## config.mk

```make
export PLATFORM = sky130hd
export DESIGN_NAME = avr_cmd_top
export DESIGN_NICKNAME = d
export VERILOG_FILES = /design/src/include/avr_pkg.sv /design/src/include/avr_pw_if.sv /design/src/logic/avr_pw_mem.sv /design/src/logic/avr_pw_chk.sv /design/src/logic/avr_cmd_top.sv
export SDC_FILE = /design/constraint.sdc
export NUM_CORES = 1
export LEC_CHECK = 0
export BUFFER_PORTS_ARGS = -buffer_cell sky130_fd_sc_hd__buf_2
export CORE_UTILIZATION = 35
export CTS_CLUSTER_SIZE = 24
export DETAILED_ROUTE_END_ITERATION = 8
export GPL_TIMING_DRIVEN = 0
export PLACE_DENSITY_LB_ADDON = 0.2
export SLEW_MARGIN = 20
export SYNTH_ARGS = -nofsm -noshare
export SYNTH_HDL_FRONTEND = slang
export SYNTH_HIERARCHICAL = 1
export SYNTH_SLANG_ARGS = --single-unit
```

## constraint.sdc

```tcl
create_clock -name clk -period 18.8 [get_ports clk]
set_clock_uncertainty 0.2 [all_clocks]
set_input_delay 0 -clock clk [delete_from_list [all_inputs] [get_ports clk]]
set_output_delay 0 -clock clk [all_outputs]
set_load 0.01 [all_outputs]
```

## src/include/avr_pkg.sv

```systemverilog
// Shared constants and types for the verify, recalibrate and password-disable block
package avr_pkg;
	// ----------------------------------------
	// Task file addresses
	// ----------------------------------------
	typedef logic [2:0] avr_tf_addr_t;
	localparam avr_tf_addr_t TF_DATA = 3'h0;
	localparam avr_tf_addr_t TF_ERR = 3'h1;
	localparam avr_tf_addr_t TF_SCNT = 3'h2;
	localparam avr_tf_addr_t TF_SNUM = 3'h3;
	localparam avr_tf_addr_t TF_CYLL = 3'h4;
	localparam avr_tf_addr_t TF_CYLH = 3'h5;
	localparam avr_tf_addr_t TF_DEVH = 3'h6;
	localparam avr_tf_addr_t TF_STAT = 3'h7;
	// ----------------------------------------
	// Opcodes and bit positions
	// ----------------------------------------
	localparam logic [7:0] OP_VFY = 8'h40;
	localparam logic [3:0] OP_RCL_HI = 4'h1;
	localparam logic [7:0] OP_PWDIS = 8'hF6;
	localparam int SB_BSY = 7;
	localparam int SB_RDY = 6;
	localparam int SB_DF = 5;
	localparam int SB_DSC = 4;
	localparam int SB_DRQ = 3;
	localparam int SB_COR = 2;
	localparam int SB_ERR = 0;
	localparam int EB_UNC = 6;
	localparam int EB_ABT = 2;
	localparam int EB_T0N = 1;
	localparam int DEVH_L = 6;
	// ----------------------------------------
	// Reset values, sizes, geometry
	// ----------------------------------------
	localparam logic [7:0] DEVH_RST = 8'hA0;
	localparam logic [8:0] SCNT_FULL = 9'h100;
	localparam logic [7:0] PW_WORDS = 8'h10;
	localparam logic [7:0] SECT_LAST_WORD = 8'hFF;
	localparam logic [7:0] CHS_SPT = 8'h3F;
	localparam logic [3:0] CHS_HMAX = 4'hF;
	// ----------------------------------------
	// State types
	// ----------------------------------------
	typedef enum logic [4:0] {
		ST_IDLE = 5'h01,
		ST_VFY = 5'h02,
		ST_RCL = 5'h04,
		ST_PWD = 5'h08,
		ST_PWC = 5'h10
	} avr_state_t;
	typedef struct packed {
		avr_state_t state;
		logic [7:0] scnt;
		logic [7:0] snum;
		logic [7:0] cyll;
		logic [7:0] cylh;
		logic [7:0] devh;
		logic [7:0] errf;
		logic err_st;
		logic no_retry;
		logic [8:0] remain;
		logic [7:0] wcnt;
		logic pw_sel;
		logic lock_en;
		logic [15:0] rdata;
	} avr_main_t;
	localparam avr_main_t MAIN_RST = '{state: ST_IDLE, devh: DEVH_RST, default: '0};
	typedef struct packed {
		logic [31:0][15:0] words;
		logic [15:0] rdata;
	} avr_mem_t;
	typedef struct packed {
		logic [15:0] held;
		logic valid;
		logic match;
	} avr_chk_t;
endpackage : avr_pkg

```

## src/include/avr_pw_if.sv

```systemverilog
// Password store and compare signals between the command engine and its helpers
`timescale 1ns/10ps
interface avr_pw_if;
	logic rd_en;
	logic [4:0] rd_addr;
	logic [15:0] rd_data;
	logic wr_en;
	logic [4:0] wr_addr;
	logic [15:0] wr_data;
	logic cmp_clr;
	logic cmp_stb;
	logic [15:0] cmp_word;
	logic cmp_match;
	modport ctl (output rd_en, rd_addr, wr_en, wr_addr, wr_data, cmp_clr, cmp_stb, cmp_word,
		input cmp_match);
	modport mem (input rd_en, rd_addr, wr_en, wr_addr, wr_data, output rd_data);
	modport chk (input cmp_clr, cmp_stb, cmp_word, rd_data, output cmp_match);
endinterface : avr_pw_if

```

## src/logic/avr_pw_mem.sv

```systemverilog
// Stored user and master passwords, registered read
`timescale 1ns/10ps
module avr_pw_mem (
	input wire logic clk, // Clock
	input wire logic sys_rst, // Async reset
	avr_pw_if.mem pw // Store port
);
	import avr_pkg::*;
	avr_mem_t st_ff;
	avr_mem_t nxt_st;
	assign pw.rd_data = st_ff.rdata;
	always_comb begin
		nxt_st = st_ff;
		if (pw.wr_en) begin
			nxt_st.words[pw.wr_addr] = pw.wr_data;
		end
		if (pw.rd_en) begin
			nxt_st.rdata = st_ff.words[pw.rd_addr];
		end
	end
	always_ff @(posedge clk or posedge sys_rst) begin
		if (sys_rst) begin
			st_ff <= '0;
		end else begin
			st_ff <= nxt_st;
		end
	end
endmodule : avr_pw_mem

```

## src/logic/avr_pw_chk.sv

```systemverilog
// Running word-by-word password comparison
`timescale 1ns/10ps
module avr_pw_chk (
	input wire logic clk, // Clock
	input wire logic sys_rst, // Async reset
	avr_pw_if.chk pw // Compare port
);
	import avr_pkg::*;
	avr_chk_t st_ff;
	avr_chk_t nxt_st;
	assign pw.cmp_match = st_ff.match;
	always_comb begin
		nxt_st = st_ff;
		// Stored word arrives one cycle after the strobe
		nxt_st.valid = pw.cmp_stb;
		if (pw.cmp_stb) begin
			nxt_st.held = pw.cmp_word;
		end
		if (st_ff.valid && (st_ff.held != pw.rd_data)) begin
			nxt_st.match = 1'b0;
		end
		if (pw.cmp_clr) begin
			nxt_st.match = 1'b1;
			nxt_st.valid = 1'b0;
		end
	end
	always_ff @(posedge clk or posedge sys_rst) begin
		if (sys_rst) begin
			// Mismatch after reset, so nothing unlocks by accident
			st_ff <= '0;
		end else begin
			st_ff <= nxt_st;
		end
	end
endmodule : avr_pw_chk

```

## src/logic/avr_cmd_top.sv

```systemverilog
// Task-file command engine: read verify, recalibrate, password disable
`timescale 1ns/10ps
module avr_cmd_top (
	input wire logic clk, // Clock
	input wire logic sys_rst, // Async reset
	input wire logic tf_wr, // Task file write strobe
	input wire logic tf_rd, // Task file read strobe
	input wire avr_pkg::avr_tf_addr_t tf_addr, // Task file register address
	input wire logic [15:0] tf_wdata, // Write data
	output logic [15:0] tf_rdata, // Read data, registered
	output logic tf_busy, // Busy flag
	output logic tf_drq, // Data request flag
	output logic med_vfy_req, // Verify request to media
	output logic [27:0] med_vfy_addr, // Sector address to verify
	output logic med_vfy_lba, // Address is linear
	output logic med_no_retry, // Retries disabled
	input wire logic med_vfy_done, // Verify of sector finished
	input wire logic med_vfy_bad, // Sector uncorrectable
	output logic med_recal_req, // Recalibrate request
	input wire logic med_recal_done, // Recalibrate finished
	input wire logic med_recal_fail, // Cylinder zero not reached
	input wire logic pw_load, // Load one stored password word
	input wire logic pw_load_master, // Load target is master
	input wire logic [3:0] pw_load_idx, // Word index in password
	input wire logic [15:0] pw_load_word, // Word value
	input wire logic lock_set, // Lock enabled by a password set
	output logic lock_enabled // Device lock state
);
	import avr_pkg::*;
	avr_main_t st_ff;
	avr_main_t nxt_st;
	avr_pw_if pw();
	logic busy;
	logic drq;
	logic [7:0] status;
	logic cmd_wr;
	logic data_wr;
	logic [27:0] lba_cur;
	logic [27:0] lba_nxt;
	logic [15:0] cyl_nxt;
	logic [8:0] rem_dec;
	logic [7:0] wcnt_m1;
	// ----------------------------------------
	// Helpers
	// ----------------------------------------
	avr_pw_mem u_mem (
		.clk(clk),
		.sys_rst(sys_rst),
		.pw(pw.mem)
	);
	avr_pw_chk u_chk (
		.clk(clk),
		.sys_rst(sys_rst),
		.pw(pw.chk)
	);
	// ----------------------------------------
	// Derived signals
	// ----------------------------------------
	assign busy = (st_ff.state == ST_VFY) || (st_ff.state == ST_RCL) || (st_ff.state == ST_PWC);
	assign drq = (st_ff.state == ST_PWD);
	always_comb begin
		status = 8'h00;
		status[SB_BSY] = busy;
		status[SB_RDY] = 1'b1;
		status[SB_DSC] = 1'b1;
		status[SB_DRQ] = drq;
		status[SB_ERR] = st_ff.err_st;
	end
	assign cmd_wr = tf_wr && (tf_addr == TF_STAT) && (st_ff.state == ST_IDLE);
	assign data_wr = tf_wr && (tf_addr == TF_DATA) && (st_ff.state == ST_PWD);
	assign lba_cur = {st_ff.devh[3:0], st_ff.cylh, st_ff.cyll, st_ff.snum};
	assign lba_nxt = lba_cur + 28'h0000001;
	assign cyl_nxt = {st_ff.cylh, st_ff.cyll} + 16'h0001;
	assign rem_dec = st_ff.remain - 9'h001;
	assign wcnt_m1 = st_ff.wcnt - 8'h01;
	assign pw.cmp_clr = data_wr && (st_ff.wcnt == 8'h00);
	assign pw.cmp_stb = data_wr && (st_ff.wcnt != 8'h00) && (st_ff.wcnt <= PW_WORDS);
	assign pw.cmp_word = tf_wdata;
	assign pw.rd_en = pw.cmp_stb;
	assign pw.rd_addr = {st_ff.pw_sel, wcnt_m1[3:0]};
	// Store is written only by password set, never by the disable path
	assign pw.wr_en = pw_load;
	assign pw.wr_addr = {pw_load_master, pw_load_idx};
	assign pw.wr_data = pw_load_word;
	assign tf_rdata = st_ff.rdata;
	assign tf_busy = busy;
	assign tf_drq = drq;
	assign med_vfy_req = (st_ff.state == ST_VFY);
	assign med_vfy_addr = lba_cur;
	assign med_vfy_lba = st_ff.devh[DEVH_L];
	assign med_no_retry = st_ff.no_retry;
	assign med_recal_req = (st_ff.state == ST_RCL);
	assign lock_enabled = st_ff.lock_en;
	// ----------------------------------------
	// Next state
	// ----------------------------------------
	always_comb begin
		nxt_st = st_ff;
		if (tf_rd) begin
			unique case (tf_addr)
				TF_DATA: nxt_st.rdata = 16'h0000;
				TF_ERR: nxt_st.rdata = {8'h00, st_ff.errf};
				TF_SCNT: nxt_st.rdata = {8'h00, st_ff.scnt};
				TF_SNUM: nxt_st.rdata = {8'h00, st_ff.snum};
				TF_CYLL: nxt_st.rdata = {8'h00, st_ff.cyll};
				TF_CYLH: nxt_st.rdata = {8'h00, st_ff.cylh};
				TF_DEVH: nxt_st.rdata = {8'h00, st_ff.devh};
				TF_STAT: nxt_st.rdata = {8'h00, status};
			endcase
		end
		unique case (st_ff.state)
			ST_IDLE: begin
				// Writes while busy or in a data phase are dropped
				if (tf_wr) begin
					case (tf_addr)
						TF_SCNT: nxt_st.scnt = tf_wdata[7:0];
						TF_SNUM: nxt_st.snum = tf_wdata[7:0];
						TF_CYLL: nxt_st.cyll = tf_wdata[7:0];
						TF_CYLH: nxt_st.cylh = tf_wdata[7:0];
						TF_DEVH: nxt_st.devh = tf_wdata[7:0];
						default: ;
					endcase
				end
				if (cmd_wr) begin
					nxt_st.errf = 8'h00;
					nxt_st.err_st = 1'b0;
					if (tf_wdata[7:1] == OP_VFY[7:1]) begin
						nxt_st.no_retry = tf_wdata[0];
						nxt_st.remain = (st_ff.scnt == 8'h00) ? SCNT_FULL : {1'b0, st_ff.scnt};
						nxt_st.state = ST_VFY;
					end else if (tf_wdata[7:4] == OP_RCL_HI) begin
						nxt_st.state = ST_RCL;
					end else if (tf_wdata[7:0] == OP_PWDIS) begin
						nxt_st.wcnt = 8'h00;
						nxt_st.state = ST_PWD;
					end else begin
						nxt_st.errf[EB_ABT] = 1'b1;
						nxt_st.err_st = 1'b1;
					end
				end
			end
			ST_VFY: begin
				if (med_vfy_done) begin
					if (med_vfy_bad) begin
						// Address left on the failing sector
						nxt_st.errf[EB_UNC] = 1'b1;
						nxt_st.err_st = 1'b1;
						nxt_st.scnt = st_ff.remain[7:0];
						nxt_st.state = ST_IDLE;
					end else if (st_ff.remain == 9'h001) begin
						nxt_st.remain = 9'h000;
						nxt_st.scnt = 8'h00;
						nxt_st.state = ST_IDLE;
					end else begin
						nxt_st.remain = rem_dec;
						nxt_st.scnt = rem_dec[7:0];
						if (st_ff.devh[DEVH_L]) begin
							{nxt_st.devh[3:0], nxt_st.cylh, nxt_st.cyll, nxt_st.snum} = lba_nxt;
						end else if (st_ff.snum == CHS_SPT) begin
							nxt_st.snum = 8'h01;
							if (st_ff.devh[3:0] == CHS_HMAX) begin
								nxt_st.devh[3:0] = 4'h0;
								{nxt_st.cylh, nxt_st.cyll} = cyl_nxt;
							end else begin
								nxt_st.devh[3:0] = st_ff.devh[3:0] + 4'h1;
							end
						end else begin
							nxt_st.snum = st_ff.snum + 8'h01;
						end
					end
				end
			end
			ST_RCL: begin
				if (med_recal_done) begin
					if (med_recal_fail) begin
						nxt_st.errf[EB_T0N] = 1'b1;
						nxt_st.err_st = 1'b1;
					end
					nxt_st.state = ST_IDLE;
				end
			end
			ST_PWD: begin
				if (data_wr) begin
					if (st_ff.wcnt == 8'h00) begin
						nxt_st.pw_sel = tf_wdata[0];
					end
					nxt_st.wcnt = st_ff.wcnt + 8'h01;
					if (st_ff.wcnt == SECT_LAST_WORD) begin
						nxt_st.state = ST_PWC;
					end
				end
			end
			ST_PWC: begin
				if (pw.cmp_match) begin
					nxt_st.lock_en = 1'b0;
				end else begin
					nxt_st.errf[EB_ABT] = 1'b1;
					nxt_st.err_st = 1'b1;
				end
				nxt_st.state = ST_IDLE;
			end
		endcase
		// A lock request in the same cycle as a disable wins
		if (lock_set) begin
			nxt_st.lock_en = 1'b1;
		end
	end
	always_ff @(posedge clk or posedge sys_rst) begin
		if (sys_rst) begin
			st_ff <= MAIN_RST;
		end else begin
			st_ff <= nxt_st;
		end
	end
endmodule : avr_cmd_top

```

==> results.sh <==
export IMPL_grt_pass1_vias=22218
export IMPL_worstPathCellList="clkbuf_1 -> nor3_1 -> xor2_1 -> or2_2 -> clkbuf_1 -> clkbuf_1 -> a21oi_1 -> nor4_1 -> mux2_2"
export IMPL_fp_dieW_um=300
export IMPL_numPortBuffers=87
export IMPL_grt_max_degree=113
export IMPL_drc_errors=0
export IMPL_status="completed"
export IMPL_hold_depth=3
export IMPL_synthCells=2467
export IMPL_critical_path_arrival_ps=4740
export IMPL_dieArea_mm2=0.0898
export IMPL_wl_per_cell_um=25.0
export IMPL_cp_common_cell="clkbuf_1"
export IMPL_synth_top_cell_by_area="dfrtp_1"
export IMPL_syn_area_mm2=0.0310
export IMPL_avgSynthCellArea_um2=12.6
export IMPL_setup_viol=0
export IMPL_fin_crit_ps=4380
export IMPL_hold_viol=0
export IMPL_cts_setup_buffers=0
export IMPL_placementRows=108
export IMPL_final_nets=2777
export IMPL_path_clk_slew_ps=60
export IMPL_synth_area_leaders="dfrtp_1 50%, mux2_2 20%, mux2i_1 8.5%, a22oi_1 3.3%, buf_4 2.0%"
export IMPL_critPathRequiredTime_ps=19160
export IMPL_power_density_mw_per_mm2=158
export IMPL_cts_buffers=76
export IMPL_synth_top_area_share_pct=50.0
export IMPL_synth_distinct_cells=89
export IMPL_dr_pass1_iters=6
export IMPL_first_iter_violations=1466
export IMPL_maxCapViolations=0
export IMPL_yosysWarnings=6
export IMPL_cp_start_kind="flip-flop"
export IMPL_numClockSinks=623
export IMPL_synth_seq_cells=623
export IMPL_slowest_delay_ps=1020
export IMPL_timing_slew_headroom_pct=21.3
export IMPL_crit_type="reg2reg"
export IMPL_grt_usage_pct=21.9
export IMPL_area_delta_synth_final_pct=17.5
export IMPL_yosysSeqAreaShare_pct=50.3
export IMPL_postRouteAntennaNets=0
export IMPL_routabilityCongestion=0.890
export IMPL_cts_resized=0
export IMPL_drive_above_1_share_pct=35.5
export IMPL_die_h_um=300
export IMPL_r2r_cells=9
export IMPL_overflow=0
export IMPL_antenna_found_initial=1
export IMPL_clkLatencyLatePin_ps=630
export IMPL_dp_hpwl_mm=69.9
export IMPL_cts_hold_buf=71
export IMPL_worst_slew_pin_slew_ps=1170
export IMPL_synth_flop_cell="dfrtp_1"
export IMPL_fin_tns_setup_ps=0
export IMPL_cts_tree="yes"
export IMPL_grt_pass1_wl_mm=146
export IMPL_wirelength_mm=98.6
export IMPL_cpMaxStageDelayCell="nor4_1"
export IMPL_num_vias=21558
export IMPL_initial_utilization_pct=35.5
export IMPL_top_level_ports=101
export IMPL_ir_worst_vdd_mv=0.110
export IMPL_rsz0062_at_grt="no"
export IMPL_synth_edf_count=0
export IMPL_cts_htree_levels=3
export IMPL_viasPerCell=5.47
export IMPL_slew_violations=0
export IMPL_cp_max_fo=10
export IMPL_fmax_ghz=0.228
export IMPL_power_mw=5.77
export IMPL_hold_class="in2reg"
export IMPL_critPathCaptureType="flip-flop"
export IMPL_cts_buffer_depth=3
export IMPL_post_route_period_util_pct=23.3
export IMPL_ys_async_sr_fraction_pct=100
export IMPL_core_mm2=0.0873
export IMPL_root_buffer="clkbuf_16"
export IMPL_leakagePower_nw=16.8
==> cells in the final DEF (no fill, tap or decap), types with 9 or more instances in the layout <==
cell type	instances
xnor2_1	22
nand4_1	12
a22oi_1	135
dlygate4sd3_1	71
nor3_1	13
mux2_2	537
o21ai_1	20
o21ai_0	39
mux2i_1	262
dfrtp_1	620
nand3_1	21
nand2_1	64
mux2_1	18
nor2_1	54
nor2_2	9
clkbuf_1	105
inv_1	26
nor4_1	18
a221oi_1	9
buf_4	82
a21oi_1	105
clkbuf_8	18
a31oi_1	18
clkinv_2	14
and3_1	12
buf_2	140
a22o_1	11
buf_6	21
nand2_2	16
clkbuf_16	79
==> synthesized netlist by cell type (all sizes together), types with 11 or more instances <==
master  instances
dfrtp         620
mux2          555
mux2i         262
buf           165
a22oi         135
a21oi         105
clkbuf         89
nand2          80
nor2           72
o21ai          59
inv            30
nor4           25
nand3          24
xnor2          22
a31oi          18
nor3           17
and3           12
nand4          12
a22o           11
==> worst max-delay path: cells and delay by family (launching register included) <==
kind / cells / cell delay, ps
mux: 1 / 310
compound gates: 1 / 160
simple gates: 3 / 1500
xor+xnor: 1 / 420
flops: 1 / 350
buf+inv: 3 / 1360
==> flip-flops by register name (all words and copies together) (netlist names), 8 cells and up <==
| name | count |
|---|---|
| st_ff | 37 |
| med_vfy_addr | 28 |
| u_chk/st_ff | 17 |
| u_mem/st_ff | 512 |
| tf_rdata | 8 |
| u_mem/pw.rd_data | 16 |
==> layout make-up <==
type,instances,area (µm²)
Buffer,254,1570
Sequential cell,623,15600
Antenna cell,1,2.50
Inverter,30,123
Clock inverter,27,302
Multi-Input combinational cell,1567,13800
Clock buffer,114,2290
Fill cell,8181,50800
Timing Repair Buffer,167,1330
Tap cell,1155,1450
==> through the flow <==
stage               util [%]  worst slack (ps)  hold slack [ps]  cell area (µm²)  instances
floorplan                  -              3850             -261            31000       2474
global placement        37.7             -1170            -66.3            32900       3716
detailed placement      38.0             14560             -130            33100       3725
CTS                     41.7             14540             18.4            36400       3937
global route            41.7             14300             57.0            36400       3937
finish                  41.8             14420             45.5            36400       3938
==> logic make-up (layout without fill, tap and decap cells) <==
group                      after synthesis  in the layout  synth area share (%)
AOI/OAI and AO/OA                      398            398                  8.53
adders and majority gates                8              8                 0.323
DFF                                    623            623                  50.3
other                                    1              9                0.0121
and+or+nand+nor                        308            308                  5.98
buffers and inverters                  284            592                  5.41
muxes                                  818            818                  28.7
xor gates and xnor gates                27             27                 0.763
==> power breakdown <==
part | switching [mW] | internal, mW
Sequential | 0.222 | 1.64
Combinational | 1.49 | 0.915
Clock | 0.590 | 0.914
==> worst paths after layout <==
kind	startpoint	endpoint	slack, ps
worst max-delay path	st_ff[20]	u_mem/pw.rd_data[15]	14420
min in group asynchronous	sys_rst	u_mem/pw.rd_data[4]	400
worst min register to register	lock_enabled	lock_enabled	270
worst min-delay path	pw_load_word[3]	u_mem/st_ff[355]	50
max in group asynchronous	sys_rst	u_mem/st_ff[508]	16360
worst max register to register	st_ff[20]	u_mem/pw.rd_data[15]	14420
==> metal layers <==
metal  vias up  part of all wire, %  GRT usage [%]
li1       9508                    -              -
met1     11281                   45           29.9
met2       618                   47           35.3
met3       149                  5.4           3.61
met4         2                  2.9           7.02
met5         -                0.014              0
Note: power is estimated with default switching activity, not from simulation.
